## config.mk

```make
export PLATFORM = sky130hd
export DESIGN_NAME = simd_fp_exception_unit
export DESIGN_NICKNAME = d
export VERILOG_FILES = /design/src/simd_fp_exc_pkg.sv /design/src/exc_class_pick.sv /design/src/simd_fp_exception_unit.sv
export SDC_FILE = /design/constraint.sdc
export NUM_CORES = 1
export LEC_CHECK = 0
export BUFFER_PORTS_ARGS = -buffer_cell sky130_fd_sc_hd__buf_2
export CELL_PAD_IN_SITES_DETAIL_PLACEMENT = 0
export CELL_PAD_IN_SITES_GLOBAL_PLACEMENT = 1
export CORE_UTILIZATION = 31
export DETAILED_ROUTE_END_ITERATION = 10
export PLACE_DENSITY = 0.85
export SYNTH_ARGS = -nofsm -noshare
export SYNTH_HDL_FRONTEND = slang
export SYNTH_SLANG_ARGS = --single-unit
```

## constraint.sdc

```tcl
create_clock -name clk -period 1.59 [get_ports clk]
set_input_delay 0.318 -clock clk [delete_from_list [all_inputs] [get_ports clk]]
set_output_delay 0.318 -clock clk [all_outputs]
set_load 0.05 [all_outputs]
```

## src/simd_fp_exc_pkg.sv

```systemverilog
// Constants and types shared by the SIMD floating-point exception unit
package simd_fp_exc_pkg;

	// Exception classes, also the flag bit order (lower index wins priority)
	localparam int NUM_CLASSES = 6;
	localparam int CLS_INVALID = 0;
	localparam int CLS_SUBNORMAL = 1;
	localparam int CLS_ZERO_DIVIDE = 2;
	localparam int CLS_OVERFLOW = 3;
	localparam int CLS_UNDERFLOW = 4;
	localparam int CLS_PRECISION = 5;

	// Control/status register layout
	localparam int FLAG_LSB = 0;
	localparam int MASK_LSB = 7;
	localparam logic [5:0] FLAGS_RESET = 6'h00;
	localparam logic [5:0] MASKS_RESET = 6'h3F;

	// System control register four
	localparam int OS_OK_BIT = 10;
	localparam logic OS_OK_RESET = 1'b0;

	// Register offsets (byte addresses)
	localparam int ADDR_W = 8;
	localparam logic [7:0] OFF_CTL_STATUS = 8'h00;
	localparam logic [7:0] OFF_SYS_CTL = 8'h04;
	localparam logic [7:0] OFF_IRQ_STATUS = 8'h08;
	localparam logic [7:0] OFF_IRQ_CLEAR = 8'h0C;
	localparam logic [7:0] OFF_IRQ_ENABLE = 8'h10;
	localparam logic [7:0] OFF_LAST_TRAP = 8'h14;

	// Interrupt event bits
	localparam int IRQ_BITS = 3;
	localparam int IRQ_SIMD_TRAP = 0;
	localparam int IRQ_ILLEGAL_TRAP = 1;
	localparam int IRQ_NON_NUMERIC = 2;
	localparam logic [2:0] IRQ_EN_RESET = 3'h0;

	// Last-trap register fields
	localparam int LAST_VALID_BIT = 31;
	localparam int LAST_ILLEGAL_BIT = 30;

	typedef enum logic [1:0] {
		KIND_OTHER,
		KIND_FP,
		KIND_PACKED_INT,
		KIND_TRUNC_STORE
	} instr_kind_t;

	typedef enum logic {
		BUS_IDLE,
		BUS_ANSWER
	} bus_state_t;

endpackage : simd_fp_exc_pkg

```

## src/exc_class_pick.sv

```systemverilog
// Fixed-priority pick of one exception class among detected ones
`timescale 1ns/1ps
module exc_class_pick #(
	parameter int NUM = 6
) (
	// Detected classes
	input wire logic [NUM-1:0] cond,
	// Chosen class
	output logic any,
	output logic [2:0] cls
);

	initial begin
		if (NUM < 1 || NUM > 8) begin
			$error("exc_class_pick: NUM must be 1..8");
		end
	end

	// Lowest index has highest priority, so scan from the top down
	always_comb begin
		any = 1'b0;
		cls = 3'h0;
		for (int i = NUM - 1; i >= 0; i--) begin
			if (cond[i]) begin
				any = 1'b1;
				cls = 3'(i);
			end
		end
	end

endmodule : exc_class_pick

```

## src/simd_fp_exception_unit.sv

```systemverilog
// SIMD floating-point exception unit with Avalon-MM register access
`timescale 1ns/1ps

// Overview of operation
// - Six floating-point exception classes are recognised
// - Only floating-point operations raise numeric exceptions
// - Exceptions are precise, reported at completion
// - Each class has one flag and mask
// - Masks writable by load/restore; all readable
// - Unmasked exception with OS bit raises trap
// - OS bit clear raises illegal-opcode trap instead
// - Non-numeric exceptions use the ordinary paths
// - Truncating integer store raises only legacy exceptions
// - Invalid flag bit 0, mask bit 7
// - Subnormal flag bit 1, mask bit 8
// - Unmasked invalid keeps operands, enters handler
// - Masked invalid writes the default response
module simd_fp_exception_unit
	import simd_fp_exc_pkg::*;
#(
	parameter int NUM_CLS = simd_fp_exc_pkg::NUM_CLASSES,
	parameter int VEC_W = 8
) (
	// Clock and reset
	input wire logic clk,
	input wire logic rst_n,
	// Avalon-MM slave
	input wire logic [simd_fp_exc_pkg::ADDR_W-1:0] address,
	input wire logic read,
	input wire logic write,
	input wire logic [31:0] writedata,
	input wire logic [3:0] byteenable,
	output logic [31:0] readdata,
	output logic waitrequest,
	// Instruction completion from the datapath
	input wire logic doneValid,
	input wire simd_fp_exc_pkg::instr_kind_t doneKind,
	input wire logic [NUM_CLS-1:0] doneCond,
	input wire logic doneNonNumeric,
	input wire logic [VEC_W-1:0] doneVector,
	// Control register instructions from the core
	input wire logic ctlLoad,
	input wire logic [31:0] ctlLoadData,
	output logic [31:0] ctlValue,
	// Trap dispatch
	output logic simdFpTrap,
	output logic illegalOpcodeTrap,
	output logic [2:0] trapClass,
	output logic nonNumericTrap,
	output logic [VEC_W-1:0] nonNumericVector,
	output logic keepOperands,
	output logic maskedInvalidFix,
	output logic [NUM_CLS-1:0] legacyFpuCond,
	// Interrupt
	output logic irq
);

	initial begin
		// Class pick and trap class field assume six classes
		if (NUM_CLS != NUM_CLASSES) begin
			$error("simd_fp_exception_unit: NUM_CLS must equal six");
		end
		if (VEC_W < 1 || VEC_W > 16) begin
			$error("simd_fp_exception_unit: VEC_W must be 1..16");
		end
		// Flags are written through lane 0, masks through lanes 0 and 1
		if (FLAG_LSB + NUM_CLS > MASK_LSB || FLAG_LSB + NUM_CLS > 8) begin
			$error("simd_fp_exception_unit: flag field must sit in lane 0 below the masks");
		end
		if (MASK_LSB < 1 || MASK_LSB + NUM_CLS > 16) begin
			$error("simd_fp_exception_unit: mask field must sit in lanes 0 and 1");
		end
		// The OS bit is written through lane 1 only
		if (OS_OK_BIT < 8 || OS_OK_BIT > 15) begin
			$error("simd_fp_exception_unit: OS bit must sit in lane 1");
		end
		// Interrupt enable and clear are written through lane 0
		if (IRQ_BITS > 8) begin
			$error("simd_fp_exception_unit: at most eight interrupt events");
		end
		if (IRQ_SIMD_TRAP >= IRQ_BITS || IRQ_ILLEGAL_TRAP >= IRQ_BITS ||
			IRQ_NON_NUMERIC >= IRQ_BITS) begin
			$error("simd_fp_exception_unit: interrupt event bit out of range");
		end
		// Last-trap class sits in bits 2:0
		if (LAST_ILLEGAL_BIT < 3 || LAST_VALID_BIT < 3 || LAST_VALID_BIT == LAST_ILLEGAL_BIT) begin
			$error("simd_fp_exception_unit: last-trap flag bits misplaced");
		end
		// Offsets up to the last-trap register need five address bits
		if (ADDR_W < 5) begin
			$error("simd_fp_exception_unit: ADDR_W too small for the register map");
		end
	end

	typedef struct packed {
		bus_state_t bus;
		logic waitReq;
		logic [31:0] rdata;
		logic [NUM_CLS-1:0] flags;
		logic [NUM_CLS-1:0] masks;
		logic osOk;
		logic [IRQ_BITS-1:0] irqStat;
		logic [IRQ_BITS-1:0] irqEn;
		logic irq;
		logic simdTrap;
		logic illegalTrap;
		logic [2:0] trapCls;
		logic nnTrap;
		logic [VEC_W-1:0] nnVec;
		logic keepOps;
		logic invFix;
		logic [NUM_CLS-1:0] legacy;
		logic lastValid;
		logic lastIllegal;
		logic [2:0] lastCls;
	} state_t;

	state_t s_q;
	state_t s_d;

	// Per-byte write mask from byteenable
	logic [31:0] beMask;
	// Numeric conditions this completion may raise
	logic [NUM_CLS-1:0] fpCond;
	logic [NUM_CLS-1:0] unmaskedCond;
	logic pickAny;
	logic [2:0] pickCls;
	logic busTake;
	logic busWrite;
	logic [31:0] csrView;
	logic [31:0] sysView;
	logic [31:0] lastView;
	logic [31:0] rdMux;
	// Completion decodes
	logic fpDone;
	logic truncDone;
	logic nnDone;
	// Interrupt bits cleared by this write
	logic [IRQ_BITS-1:0] clrBits;

	generate
		for (genvar b = 0; b < 4; b++) begin : g_be
			assign beMask[8*b +: 8] = {8{byteenable[b]}};
		end
	endgenerate

	// Only floating-point completions feed the numeric path
	assign fpDone = doneValid && doneKind == KIND_FP;
	assign truncDone = doneValid && doneKind == KIND_TRUNC_STORE;
	assign nnDone = doneValid && doneNonNumeric;

	always_comb begin
		fpCond = '0;
		if (fpDone) begin
			fpCond = doneCond;
		end
	end

	assign unmaskedCond = fpCond & ~s_q.masks;

	exc_class_pick #(
		.NUM(NUM_CLS)
	) u_pick (
		.cond(unmaskedCond),
		.any(pickAny),
		.cls(pickCls)
	);

	// Register views; unused bits read as zero
	always_comb begin
		csrView = 32'h0000_0000;
		csrView[FLAG_LSB +: NUM_CLS] = s_q.flags;
		csrView[MASK_LSB +: NUM_CLS] = s_q.masks;
		sysView = 32'h0000_0000;
		sysView[OS_OK_BIT] = s_q.osOk;
		lastView = 32'h0000_0000;
		lastView[LAST_VALID_BIT] = s_q.lastValid;
		lastView[LAST_ILLEGAL_BIT] = s_q.lastIllegal;
		lastView[2:0] = s_q.lastCls;
	end

	// Read mux; unmapped offsets and the clear register read zero
	always_comb begin
		unique case (address)
			OFF_CTL_STATUS: rdMux = csrView;
			OFF_SYS_CTL: rdMux = sysView;
			OFF_IRQ_STATUS: rdMux = 32'(s_q.irqStat);
			OFF_IRQ_ENABLE: rdMux = 32'(s_q.irqEn);
			OFF_LAST_TRAP: rdMux = lastView;
			default: rdMux = 32'h0000_0000;
		endcase
	end

	// The access completes at the edge where waitrequest is seen low
	assign busTake = (read || write) && !s_q.waitReq;
	assign busWrite = write && !s_q.waitReq;
	// Write-one-to-clear, only through an enabled lane 0
	assign clrBits = writedata[IRQ_BITS-1:0] & beMask[IRQ_BITS-1:0];

	always_comb begin
		s_d = s_q;
		s_d.simdTrap = 1'b0;
		s_d.illegalTrap = 1'b0;
		s_d.nnTrap = 1'b0;
		s_d.keepOps = 1'b0;
		s_d.invFix = 1'b0;
		s_d.legacy = '0;

		// Bus handshake: one wait cycle, then the answer
		unique case (s_q.bus)
			BUS_IDLE: begin
				if (read || write) begin
					s_d.bus = BUS_ANSWER;
					s_d.waitReq = 1'b0;
					s_d.rdata = read ? rdMux : 32'h0000_0000;
				end
			end
			BUS_ANSWER: begin
				if (busTake) begin
					s_d.bus = BUS_IDLE;
					s_d.waitReq = 1'b1;
				end
			end
		endcase

		// Register writes from the bus
		if (busWrite) begin
			unique case (address)
				OFF_CTL_STATUS: begin
					if (byteenable[0]) begin
						s_d.flags = writedata[FLAG_LSB +: NUM_CLS];
					end
					if (byteenable[0] && byteenable[1]) begin
						s_d.masks = writedata[MASK_LSB +: NUM_CLS];
					end
				end
				OFF_SYS_CTL: begin
					if (byteenable[1]) begin
						s_d.osOk = writedata[OS_OK_BIT];
					end
				end
				OFF_IRQ_CLEAR: begin
					s_d.irqStat = s_q.irqStat & ~clrBits;
				end
				OFF_IRQ_ENABLE: begin
					if (byteenable[0]) begin
						s_d.irqEn = writedata[IRQ_BITS-1:0];
					end
				end
				default: begin
				end
			endcase
		end

		// Load or full-state restore from the core overrides a bus write
		if (ctlLoad) begin
			s_d.flags = ctlLoadData[FLAG_LSB +: NUM_CLS];
			s_d.masks = ctlLoadData[MASK_LSB +: NUM_CLS];
		end

		// Detection sets flags whether masked or not; set beats overwrite
		s_d.flags = s_d.flags | fpCond;

		// Truncating integer store only forwards to the legacy unit
		if (truncDone) begin
			s_d.legacy = doneCond;
		end

		// Non-numeric faults pass through untouched
		if (nnDone) begin
			s_d.nnTrap = 1'b1;
			s_d.nnVec = doneVector;
			s_d.irqStat[IRQ_NON_NUMERIC] = 1'b1;
		end else if (pickAny) begin
			// Reported in the cycle after completion, never deferred
			s_d.trapCls = pickCls;
			s_d.lastValid = 1'b1;
			s_d.lastCls = pickCls;
			if (s_q.osOk) begin
				s_d.simdTrap = 1'b1;
				s_d.lastIllegal = 1'b0;
				s_d.irqStat[IRQ_SIMD_TRAP] = 1'b1;
			end else begin
				s_d.illegalTrap = 1'b1;
				s_d.lastIllegal = 1'b1;
				s_d.irqStat[IRQ_ILLEGAL_TRAP] = 1'b1;
			end
			s_d.keepOps = 1'b1;
		end

		// Masked invalid: destination takes the default result
		if (fpCond[CLS_INVALID] && s_q.masks[CLS_INVALID] && !pickAny) begin
			s_d.invFix = 1'b1;
		end

		s_d.irq = |(s_d.irqStat & s_d.irqEn);
	end

	always_ff @(posedge clk) begin
		if (!rst_n) begin
			s_q.bus <= BUS_IDLE;
			s_q.waitReq <= 1'b1;
			s_q.rdata <= 32'h0000_0000;
			s_q.flags <= FLAGS_RESET;
			s_q.masks <= MASKS_RESET;
			s_q.osOk <= OS_OK_RESET;
			s_q.irqStat <= '0;
			s_q.irqEn <= IRQ_EN_RESET;
			s_q.irq <= 1'b0;
			s_q.simdTrap <= 1'b0;
			s_q.illegalTrap <= 1'b0;
			s_q.trapCls <= 3'h0;
			s_q.nnTrap <= 1'b0;
			s_q.nnVec <= '0;
			s_q.keepOps <= 1'b0;
			s_q.invFix <= 1'b0;
			s_q.legacy <= '0;
			s_q.lastValid <= 1'b0;
			s_q.lastIllegal <= 1'b0;
			s_q.lastCls <= 3'h0;
		end else begin
			s_q <= s_d;
		end
	end

	// Outputs straight from the state register
	assign readdata = s_q.rdata;
	assign waitrequest = s_q.waitReq;
	assign ctlValue = csrView;
	assign simdFpTrap = s_q.simdTrap;
	assign illegalOpcodeTrap = s_q.illegalTrap;
	assign trapClass = s_q.trapCls;
	assign nonNumericTrap = s_q.nnTrap;
	assign nonNumericVector = s_q.nnVec;
	assign keepOperands = s_q.keepOps;
	assign maskedInvalidFix = s_q.invFix;
	assign legacyFpuCond = s_q.legacy;
	assign irq = s_q.irq;

endmodule : simd_fp_exception_unit

```

* After elaboration in Yosys (flattened, before gate mapping) *
Cells that the tools add are included.

cells by class
  eq/ne operators = 9
  bitwise logic cells = 11
  reduce and logical (&&, ||, !) cells = 24
  mux-type cells = 38

operators by type and width
  kind                number
  $pmux 32 s5         1
  $mux 34             1
  $mux 32             1
  $mux 3              9
  $mux 12             2
  $mux 19             1
  $mux 6              3
  $eq 8x4->1 const B  2
  $eq 8x5->1 const B  2
  $mux 1              15
  $and 3x3->3         3
  $mux 9              1
  $eq 8x3->1 const B  1
  $logic_and 1x1->1   8
  $logic_not 8->1     1
  $reduce_and 2->1    4
  $and 6x6->6         1
  $mux 2              3
  $not 6->6           1
  $or 6x6->6          1
  $reduce_and 3->1    2
  $reduce_bool 2->1   3
  $reduce_or 3->1     2
  $not 1->1           4
  9 further kinds     10

word-level totals
  logic and storage cells = 101
  flip-flop bits (word level) = 78

* Longest topological paths before layout *
Gate-level depths: netlist (run 1).

  depth after elaboration = 14
  gate-level depth with buffers = 6
  mapped depth without buffers = 5

* Modules after synthesis *
A second synthesis (run 1) with hierarchy kept.

second synthesis, totals
  cell total of the unflattened synthesis = 366
  area, all modules = 3249.4 um2

modules (own cells, without submodules)
  module                  cells an instance  sequential area each (um2)  times used  area each (um2)
  simd_fp_exception_unit  356                1201.2                      1           3191.8
  exc_class_pick          10                 0.0                         1           57.6

* Worst setup path before layout (run 1) *
No wires, ideal clock.

  path type = register -> register
  start point = register s_q (netlist bit waitrequest)
  end point = register s_q (netlist bit ctlValue[0])
  path buffers = 0
  data arrival time = 1.655 ns
  slack = -0.197 ns
  stages on the path, launching flop included = 6
  data required time = 1.458 ns
  cells stage by stage = dfxtp_1 and3b_2 nand4_2 mux2_2 mux2i_1 a21oi_1

on the way
  cells in the longest elaborated chain, start to end = 5

ends and longest elaborated chain
  element            RTL line                       text
  start, declared    simd_fp_exception_unit.sv:118  state_t s_q;
  $logic_not 1->1    simd_fp_exception_unit.sv:196  assign busWrite = write && !s_q.waitReq;
  $logic_and 1x1->1  simd_fp_exception_unit.sv:196
  $mux 19            simd_fp_exception_unit.sv:227  if (busWrite) begin
  $mux 12            simd_fp_exception_unit.sv:256  if (ctlLoad) begin
  $or 6x6->6         simd_fp_exception_unit.sv:262  s_d.flags = s_d.flags | fpCond;

Every way passes these cells. The select of a mux whose other input is x is not followed.
A chain may end at the register's enable or synchronous reset.

* Worst setup path after layout (run 1) *
  start point = register s_q (netlist bit ctlValue[8])
  end point = register, netlist name irq

on the way
  cells in the longest elaborated chain, start to end = 8

ends and longest elaborated chain
  element              RTL line                       text
  $not 6->6            simd_fp_exception_unit.sv:159  assign unmaskedCond = fpCond & ~s_q.masks;
  $and 6x6->6          simd_fp_exception_unit.sv:159
  $mux 1 (2 in a row)  exc_class_pick.sv:24           if (cond[i]) begin
  $mux 2               simd_fp_exception_unit.sv:274  end else if (pickAny) begin
  $mux 2               simd_fp_exception_unit.sv:270  if (nnDone) begin
  $and 3x3->3          simd_fp_exception_unit.sv:296  s_d.irq = |(s_d.irqStat & s_d.irqEn);
  $reduce_or 3->1      simd_fp_exception_unit.sv:296

Every way passes these cells.

==> metrics.md, run 1 <==
| Metric | Value |
|---|---|
| Final hold viol count | 0 |
| Wire per inst | approximately 13 microns |
| Final WL | about 8000 microns |
| GRT Total Usage | approximately 15% |
| Design area | slightly below 4000 sq um |
| R2R depth | 5 |
| Leakage power | roughly 1.9 nW |
| Max clock buf depth | 2 |
| RSZ-0062 raised after global routing | true |
| Peak supply drop | roughly 410 uV |
| Worst hold start | ctlLoadData[8] |
| Initial Utilization | 32.4% |
| Hold buffer count at cts | 0 |
| Status | completed |
| Clock group share of total power | 39.3% |
| Post-DP HPWL | about 6400 microns |
| Vias in the first global route | roughly 2,400 |
| Die width | around 100 microns |
| DRC violations left | 0 |
| Placed Instance Area | around 3700 sq um |
| Fin crit share | between 90% and 100% |
| Hold path depth | 3 |
| Gpl congestion | 0.821 |
| Layout area overhead | 23.3% |
| Clock skew | roughly 6.9 ps |
| Post-route insts no fill | 602 |
| Minimum clock period after layout | 1550 ps |
| Share of flip-flops with an asynchronous set or reset | 0% |
| Share of power burned in registers | about two fifths |
| Avg Cell Area, Syn | 8.83 sq um |
| Iter 0 DRT Violations | 118 |
| TritonCTS Buffers | 9 |
| IO Port Bufs | 106 |
| Total power | around 3.9 mW |
| Nets | 563 |
| CTS tree | done |
| Die H | 104 microns |
| Worst setup SP type | flop |
| Inserted Diodes | 0 |
| Max Fclk | approximately 0.65 GHz |
| Leading cell type in the layout, fill and taps excluded | buf_2 |
| Cell variety after synth | between 50 and 60 |
| Setup violations, final | 0 |
| FILL cells | ~1,100 |
| Die area | roughly 11,000 sq um |
| Mapped Cells | roughly 360 |
| CP Max Fanout | 3 |
| Ports | roughly 190 |
| Internal Pwr Total | 2.69 mW |
| Placed Cells | between 500 and 600 |
| R2R Path End | irq$_SDFF_PN0_ |
| Final Core Density | 40.0% |
| Worst R2R Setup Slack | 40 ps |
| GRT overflow | 0 |
| DR vias | 2,665 |
| Number of synthesized flops with an enable pin | 0 |
| Synth Register Bits | 60 |
| CORE AREA | slightly below 10,000 sq um |
| Initial antenna violation count | 0 |
| Comb pwr share | 19.8% |
| Hold Path Class | primary input to flop |
| Number of H-tree levels | 3 |
| Worst EP required | between 1500 and 2000 ps |
| Crit Path Category | flop to flop |
| Slew Viols, Final | 0 |
| Routed Antenna Nets | 0 |
| CTS clk-pin slew, worst paths | about 70 ps |
| Via-to-Cell Ratio | ~4.4 |
| Skew-Pair Late Insertion Delay | 340 ps |
| Largest net degree at the start of global routing | 35 |
| Maxcap violations | 0 |
| Post-synth top flop | dfxtp_1 |
| Synth warn | 0 |
| Switching Power | about 1.2 mW |
| Clock sink count | 60 |
| Hold EP | ctlValue[8]$_SDFFE_PN1P_ |
| Total power per unit cell area | between 900 and 1000 nW/um^2 |
| Register area share after synthesis | 37.4% |
| FP Rows | 36 |
| Worst R2R Start | ctlValue[8]$_SDFFE_PN1P_ |
| First-pass iteration count of the detailed router | 4 |
| Switching Fraction | between 30% and 40% |
| Share of cells above drive strength 1 | about 41% |
| Worst Setup End Kind | flop |
| Highest-count cells in the layout ignoring fill and taps | buf_2, dfxtp_1, nand2_1, buf_4, conb_1 |
| Clock root buffer | clkbuf_8 |
| Wire length of the first global-routing pass | roughly 12,000 microns |
| WP data arrival | about 1700 ps |
| Synth Cell Area | 3220 sq um |
-- kinds of logic after synthesis --
group / synth area share, %
AOI/OAI and AO/OA: 11.2
buffers and inverters: 21.6
DFF: 37.4
muxes: 8.33
other: 0.117
and+or+nand+nor: 21.4
-- state kept, by name (all words and copies together) (netlist names) --
signal,count
readdata,14
ctlValue,12
nonNumericVector,8
s_q,8
legacyFpuCond,6
lastView,5
illegalOpcodeTrap,1
irq,1
keepOperands,1
maskedInvalidFix,1
nonNumericTrap,1
simdFpTrap,1
waitrequest,1
-- power by group through the flow --
| stage | Combinational, mW | Sequential, mW | Clock (mW) |
|---|---|---|---|
| after floorplan | 0.620 | 1.62 | 0 |
| after global placement | 0.739 | 1.61 | 0 |
| after detailed placement | 0.746 | 1.61 | 0 |
| after CTS | 0.748 | 1.58 | 1.55 |
| after global routing | 0.808 | 1.58 | 1.65 |
| final | 0.764 | 1.58 | 1.51 |
-- routing by layer --
layer	global-route usage (%)	wire, microns
met1	20.8	3960
met2	22.2	3600
met3	4.53	458
met4	5.00	97
met5	0	0
-- worst max-delay path, stage by stage (launching register included) --
cell and delay (ps):
dfxtp_2 330, and2b_2 240, nor4_4 340, a21oi_2 120
a22oi_2 220, o311ai_1 150
-- synthesized netlist by cell type, drive strengths merged (2+ instances only) --
master	n	area [sq um]
dfxtp	60	1200
and2b	2	17.5
mux2i	20	200
o211ai	6	45.0
o21ai	10	50.0
and2	10	63.8
nor2b	5	31.3
a22oi	14	110
nor4	4	61.3
and3b	2	18.8
nor4bb	2	26.3
nand2	40	150
nand4	2	33.8
buf	88	653
nor3	5	30.0
inv	2	7.51
mux2	6	67.6
nand2b	3	26.3
o21bai	2	15.0
nand3	8	40.0
a21oi	20	104
and3	3	18.8
clkbuf	8	30.0
and4	3	26.3
nor2	28	113
-- cell type report --
cell class              count  area [sq um]  area share, %
multi-input cells         242          1510           38.1
well taps                 133           166           4.20
clock inverters             5          75.1           1.89
inverters                   3          11.3          0.284
repair buffers            148           853           21.5
clock buffers              11           141           3.57
flip-flops and latches     60          1210           30.4
-- per-stage QoR --
step	worst slack [ps]	TNS [ps]	hold slack, ps
2_1_floorplan	0.0528	0	437
3_3_place_gp	-159	-2000	440
3_5_place_dp	-218	-2670	443
4_1_cts	2.85	0	191
5_1_grt	-22.8	-40.0	192
6_report	44.4	0	207
-- timing repair --
item | CTS | global route
gates resized for setup | 2 | 16
buffers inserted | 0 | 2
pin swaps | 0 | 4
setup endpoints to repair | 1 | 10
hold endpoints to repair | 0 | 0
-- worst max path at each step --
stage,start,to,slack (ps),depth (start not counted)
5_1_grt,waitrequest$_SDFFE_PN1P_,irq$_SDFF_PN0_,-20,5
6_report,ctlValue[8]$_SDFFE_PN1P_,irq$_SDFF_PN0_,40,5
2_1_floorplan,waitrequest$_SDFFE_PN1P_,ctlValue[0]$_SDFF_PN0_,0.05,5
3_5_place_dp,address[5],readdata[12]$_SDFFE_PN0P_,-220,9
4_1_cts,waitrequest$_SDFFE_PN1P_,ctlValue[3]$_SDFF_PN0_,3,6
3_3_place_gp,address[5],readdata[8]$_SDFFE_PN0P_,-160,9
No activity file was read; power rests on OpenSTA's default activity.
==> inputs of run 2 (changes only) <==
--- a/config.mk
+++ b/config.mk
@@ -5,12 +5,13 @@
 export SDC_FILE = /design/constraint.sdc
 export NUM_CORES = 1
 export LEC_CHECK = 0
+export ABC_AREA = 1
 export BUFFER_PORTS_ARGS = -buffer_cell sky130_fd_sc_hd__buf_2
 export CELL_PAD_IN_SITES_DETAIL_PLACEMENT = 0
 export CELL_PAD_IN_SITES_GLOBAL_PLACEMENT = 1
-export CORE_UTILIZATION = 31
+export CORE_UTILIZATION = 30
 export DETAILED_ROUTE_END_ITERATION = 10
-export PLACE_DENSITY = 0.85
+export PLACE_DENSITY_LB_ADDON = 0.1
 export SYNTH_ARGS = -nofsm -noshare
 export SYNTH_HDL_FRONTEND = slang
 export SYNTH_SLANG_ARGS = --single-unit
==> run 2 against run 1 <==
  * Die area rose by 3.7%
  * First-iteration DRC count decreased by 15%
  * Sequential share of layout area rose by 0.89 points
  * Sequential cell count did not move
  * Final cell count increased by 9.6%
  * Worst hold slack worse by 43 ps
  * Utilization fell by 3.0 points
  * Combinational power fell by 7.7%
  * Critical path depth grew 3
  * Largest cell class unchanged
  * Critical path type unchanged
  * Via count up 5.0%
  * Power up 4.6%
  * Area after synthesis increased by 0.47%
==> metrics.md, run 2 <==
| Metric | Value |
|---|---|
| CP Launch Point | waitrequest$_SDFFE_PN1P_ |
| TritonCTS Buffers | 9 |
| Post-DP HPWL | around 6600 microns |
| Share of power burned in registers | 39.3% |
| Status | completed |
| GRT Total Usage | ~16% |
| DR vias | around 2,800 |
| Placed Instance Area | roughly 3600 sq um |
| Gpl congestion | ~0.76 |
| Worst R2R Start | waitrequest$_SDFFE_PN1P_ |
| Slew Viols, Final | 0 |
| Clock sink count | 60 |
| Max-slew headroom | slightly above 60% |
| Via-to-Cell Ratio | between 4 and 5 |
| Register area share after synthesis | a little under two fifths |
| Synth top cells by count | nand2_1, buf_4, dfxtp_1 |
| Worst EP required | about 1900 ps |
| Synth warn | 0 |
| Synth Register Bits | 60 |
| Iter 0 DRT Violations | 100 |
| Routed Antenna Nets | 0 |
| Number of synthesized flops with an enable pin | 0 |
| Worst hold start | doneVector[5] |
| Critical-path top delay cell | dfxtp_1 |
| R2R depth | 8 |
| Highest-count cells in the layout ignoring fill and taps | buf_2, nand2_1, dfxtp_1, inv_1, conb_1 |
| Skew-Pair Late Insertion Delay | approximately 340 ps |
| Total power | 4.03 mW |
| Fin crit share | 86.4% |
| Largest net degree at the start of global routing | 39 |
| First-pass iteration count of the detailed router | 4 |
| Leakage power | between 1.5 and 2 nW |
| Vias in the first global route | roughly 2,700 |
| Final Core Density | between 30 and 40% |
| Top cells by area, synth | dfxtp_1, buf_4, nand2_1 |
| Die area | between 10,000 and 15,000 sq um |
| Wire per inst | ~13 microns |
| Final WL | 8370 microns |
| Setup violations, final | 0 |
| Hold buffer count at cts | 0 |
| Worst Setup End Kind | flop |
| Crit Path Category | flop to flop |
| Clock root buffer | clkbuf_8 |
| Flip-flop count of the largest register after layout | 14 |
| Design area | ~3800 sq um |
| CP Max Fanout | 12 |
| Final hold viol count | 0 |
| CTS tree | done |
| IO Port Bufs | around 110 |
| Hold EP | nonNumericVector[5]$_SDFFE_PN0P_ |
| Post-route setup slack | between 200 and 250 ps |
| DRC violations left | 0 |
| Ports | 187 |
| Inserted Diodes | 0 |
| Clock group share of total power | a little over two fifths |
| FILL cells | about 1,200 |
| Mapped Cells | ~440 |
| Max clock buf depth | 2 |
| Die width | between 100 and 150 microns |
| Yosys top cell area share | between 30 and 40% |
| Switching Fraction | a little under a third |
| Initial Utilization | approximately 31% |
| Number of H-tree levels | 3 |
| Worst setup SP type | flop |
| Post-route insts no fill | between 600 and 700 |
| Worst stage delay on the critical path | 330 ps |
| Worst R2R Setup Slack | 220 ps |
| Initial antenna violation count | 0 |
| Count leader, synth | nand2_1 |
| Max Fclk | around 0.73 GHz |
| Hold Path Class | primary input to flop |
| Biggest area consumer among synthesized cells | dfxtp_1 |
| Slew @ Worst Pin | 577 ps |
| Cell variety after synth | 30 |
| Hold path depth | 3 |
| CTS clk-pin slew, worst paths | approximately 70 ps |
| Crit-path cells | inv_1 -> nand3_1 -> inv_1 -> nand2_2 -> o21ai_2 -> buf_12 -> nand3_1 -> o211ai_1 |
| Synth Cell Area | about 3200 sq um |
| Die H | 106 microns |
| Switching Power | between 1 and 1.5 mW |
| Pre-CTS setup slack | -5.59 ps |
| R2R Path End | ctlValue[9]$_SDFFE_PN1P_ |
| Post-synth top flop | dfxtp_1 |
| CORE AREA | about 10,000 sq um |
| Hold_ws | roughly 160 ps |
| Peak supply drop | 319 uV |
| FP Rows | 37 |
| Leading cell type in the layout, fill and taps excluded | buf_2 |
| RSZ-0062 raised after global routing | false |
| Final TNS setup | 0 ps |
| Layout area overhead | 18.7% |
| WP data arrival | between 1500 and 2000 ps |
| Maxcap violations | 0 |
| CP delay by family, top | buffers and inverters |
| Share of cells above drive strength 1 | about a third |
| Minimum clock period after layout | 1370 ps |
| Placed Cells | around 640 |
| Internal Pwr Total | ~2.8 mW |
| Comb pwr share | roughly 18% |
| Worst path bufs/invs | 3 |
| Share of flip-flops with an asynchronous set or reset | 0% |
| Wire length of the first global-routing pass | ~14,000 microns |
| Clock skew | 11.4 ps |
| Avg Cell Area, Syn | approximately 7.4 sq um |
| Nets | approximately 600 |
| Total power per unit cell area | ~1100 nW/um^2 |
| GRT overflow | 0 |
-- run 2: cell types whose count changed after synthesis, moves of 10 or more --
cell     previous run  this run
a22oi_1            13         2
nand2_1            40       105
a21oi_1            19        29
mux2i_1            20         0
nand3_1             8        29
inv_1               2        38
-- run 2: how the worst max path moves through the flow --
stage,to,slack [ps],cells past startpoint
6_report,ctlValue[9]$_SDFFE_PN1P_,220,8
5_1_grt,irq$_SDFF_PN0_,50,8
4_1_cts,irq$_SDFF_PN0_,150,8
3_5_place_dp,ctlValue[8]$_SDFFE_PN1P_,-6,9
3_3_place_gp,ctlValue[9]$_SDFFE_PN1P_,-3,9
2_1_floorplan,ctlValue[0]$_SDFF_PN0_,40,9
-- run 2: power groups by stage --
stage	Combinational (mW)	Sequential [mW]	Clock, mW
6_report	0.705	1.58	1.74
5_1_grt	0.757	1.59	1.88
4_1_cts	0.710	1.58	1.80
3_5_place_dp	0.708	1.62	0
3_3_place_gp	0.707	1.62	0
2_1_floorplan	0.608	1.63	0
-- run 2: metal layers --
metal | GRT usage, % | vias to the layer above | wire, microns
met4 | 4.46 | 0 | 90
met1 | 21.1 | 1252 | 4020
met2 | 25.4 | 88 | 3850
met5 | 0 | - | 0
li1 | - | 1452 | -
met3 | 3.71 | 7 | 410
-- run 2: cell type report --
class	instances	area (sq um)	area share, %
multi-input combinational	282	1360	35.6
clock inverter	6	111	2.90
sequential	60	1200	31.3
timing repair buffer	125	698	18.2
tap	136	170	4.44
clock buffer	10	138	3.59
inverter	41	154	4.01
-- run 2: cell families (layout without fill, tap and decap cells) --
group | Yosys count | in the layout | share of synthesized area, %
compound gates | 57 | 57 | 10.1
buf+inv | 133 | 182 | 25.1
flops | 60 | 60 | 37.2
other cells | 1 | 38 | 0.116
simple gates | 187 | 187 | 27.5
-- run 2: worst min-delay path, delay by kind of cell --
family,cells,cell delay [ps]
AND/OR/NAND/NOR,2,80
buffers and inverters,1,70
-- run 2: timing repair --
action / 4_1_cts / 5_1_grt
endpoints found under the setup margin: 0 / 1
setup buffers: 0 / 0
gates resized for setup: 0 / 1
==> inputs of run 3 (changes only) <==
--- a/config.mk
+++ b/config.mk
@@ -9,7 +9,7 @@
 export BUFFER_PORTS_ARGS = -buffer_cell sky130_fd_sc_hd__buf_2
 export CELL_PAD_IN_SITES_DETAIL_PLACEMENT = 0
 export CELL_PAD_IN_SITES_GLOBAL_PLACEMENT = 1
-export CORE_UTILIZATION = 30
+export CORE_UTILIZATION = 27
 export DETAILED_ROUTE_END_ITERATION = 10
 export PLACE_DENSITY_LB_ADDON = 0.1
 export SYNTH_ARGS = -nofsm -noshare
==> constraint.sdc (replaced) <==
create_clock -name clk -period 1.1 [get_ports clk]
set_input_delay 0.165 -clock clk [delete_from_list [all_inputs] [get_ports clk]]
set_output_delay 0.165 -clock clk [all_outputs]
set_load 0.05 [all_outputs]
==> run 3 against run 2 <==
  * Clock power is 51% higher
  * Sequential power grew 46%
  * Count of clock-buffer cells in the layout is 1 higher
  * Global-route usage is 0.32 points lower
  * Sequential cell count did not move
  * First-iteration DRC count rose by 46%
  * Critical endpoint is now lastView[0]$_SDFFE_PN0P_
  * The flow now finishes with violations (design-rule violations, negative setup slack)
  * Highest routed layer unchanged
  * Combinational power rose by 89%
  * Critical path type unchanged
  * Largest power group unchanged
==> metrics.md, run 3 (synthesis results as in run 2) <==
| Metric | Value |
|---|---|
| CTS tree | done |
| Placed Cells | around 690 |
| Slew Viols, Final | 0 |
| Worst Setup End Kind | flop |
| Ports | approximately 190 |
| Crit Path Category | flop to flop |
| Clock root buffer | clkbuf_16 |
| Number of H-tree levels | 3 |
| CTS clk-pin slew, worst paths | roughly 50 ps |
| Worst EP required | ~1300 ps |
| Pre-CTS setup slack | -342 ps |
| FP Rows | 39 |
| Status | finished with violations |
| Total power | roughly 6.3 mW |
| Max Fclk | 0.821 GHz |
| Routed Antenna Nets | 0 |
| Skew-Pair Late Insertion Delay | 330 ps |
| Gpl congestion | around 0.81 |
| Vias in the first global route | about 2,900 |
| Die area | 12,400 sq um |
| Minimum clock period after layout | roughly 1200 ps |
| Peak supply drop | roughly 670 uV |
| Highest-count cells in the layout ignoring fill and taps | nand2_1, buf_2, buf_4, dfxtp_1, conb_1 |
| Initial antenna violation count | 0 |
| Share of cells above drive strength 1 | between 40 and 50% |
| IO Port Bufs | roughly 110 |
| Inserted Diodes | 0 |
| First-pass iteration count of the detailed router | 8 |
| Post-route insts no fill | roughly 700 |
| GRT overflow | 0 |
| Die width | roughly 110 microns |
| Clock sink count | 60 |
| DR vias | between 3,000 and 4,000 |
| GRT Total Usage | roughly 15% |
| Maxcap violations | 0 |
| Via-to-Cell Ratio | around 4.2 |
| Die H | 111 microns |
| CORE AREA | between 10,000 and 15,000 sq um |
| Placed Instance Area | 3930 sq um |
| Leading cell type in the layout, fill and taps excluded | nand2_1 |
| Hold buffer count at cts | 0 |
| Iter 0 DRT Violations | ~150 |
| Worst setup SP type | flop |
| Hold_ws | 20.9 ps |
| Fin crit share | 111% |
| Violated checks | design-rule violations, negative setup slack |
| Final WL | ~9300 microns |
| Layout area overhead | 49.1% |
| Largest net degree at the start of global routing | 33 |
| WP data arrival | 1450 ps |
| RSZ-0062 raised after global routing | true |
| Leakage power | around 2.4 nW |
| Final hold viol count | 0 |
| Post-route setup slack | -118 ps |
| Design area | ~4800 sq um |
| Total power per unit cell area | 1300 nW/um^2 |
| Nets | 671 |
| CP Max Fanout | 4 |
| Post-DP HPWL | around 7300 microns |
| Final TNS setup | -1650 ps |
| Final Core Density | a little over two fifths |
| Wire length of the first global-routing pass | ~15,000 microns |
| Initial Utilization | 28.1% |
| DRC violations left | 8 |
| Setup violations, final | 23 |
| Hold Path Class | primary input to flop |
| Wire per inst | between 10 and 15 microns |
| Max clock buf depth | 2 |
| Clock skew | 3.37 ps |
| TritonCTS Buffers | 9 |
| Flip-flop count of the largest register after layout | 14 |
run 3: cell types whose count changed in the layout (fill, tap and decap cells not counted), moves of 14 or more:
cell | previous run | this run
dfxtp_1 | 60 | 45
clkbuf_4 | 0 | 18
dfxtp_2 | 0 | 14
buf_2 | 106 | 64
buf_4 | 17 | 62
buf_6 | 0 | 25
nand2_1 | 105 | 91
run 3: what timing repair did:
item / 4_1_cts / 5_1_grt
endpoints found under the hold margin: 0 / 0
cloned: 0 / 0
pin swaps: 13 / 25
setup buffers: 3 / 12
endpoints found under the setup margin: 58 / 72
resized for setup: 80 / 87
run 3: metal layers:
layer	GRT usage, %	vias up	share of wire, %
met3	4.30	9	5.4
met5	0	-	0
met2	25.8	83	48
li1	-	1559	-
met4	4.86	0	1.2
met1	19.4	1366	45
run 3: layout make-up:
class                      count  area [sq um]
clock buffer                  11           253
inverter                      41           166
sequential                    60          1220
tap                          143           179
multi-input combinational    282          1630
clock inverter                 4          25.0
timing repair buffer         178          1350
fill                        1224          6700
run 3: worst paths after layout:
| check | from | slack (ps) | cells after the start | to |
|---|---|---|---|---|
| max | ctlValue[9]$_SDFFE_PN1P_ | -120 | 10 | lastView[0]$_SDFFE_PN0P_ |
| min | doneVector[3] | 20 | 3 | nonNumericVector[3]$_SDFFE_PN0P_ |
| max reg2reg | ctlValue[9]$_SDFFE_PN1P_ | -120 | 10 | lastView[0]$_SDFFE_PN0P_ |
| min reg2reg | readdata[0]$_SDFFE_PN0P_ | 460 | 2 | readdata[0]$_SDFFE_PN0P_ |
run 3: critical path: stages (launching register included):
cell and delay [ps]:
dfxtp_2 340, nand3b_1 150, nand2_2 90, nor2_4 110, nand2_4 80, nand2_4 100, inv_4 50, nand2_4 60
nand2_1 50, nand2_1 60, inv_1 30
run 3: power by group:
part / switching (mW) / internal, mW
clock: 0.999 / 1.62
sequential: 0.0589 / 2.25
combinational: 0.881 / 0.448
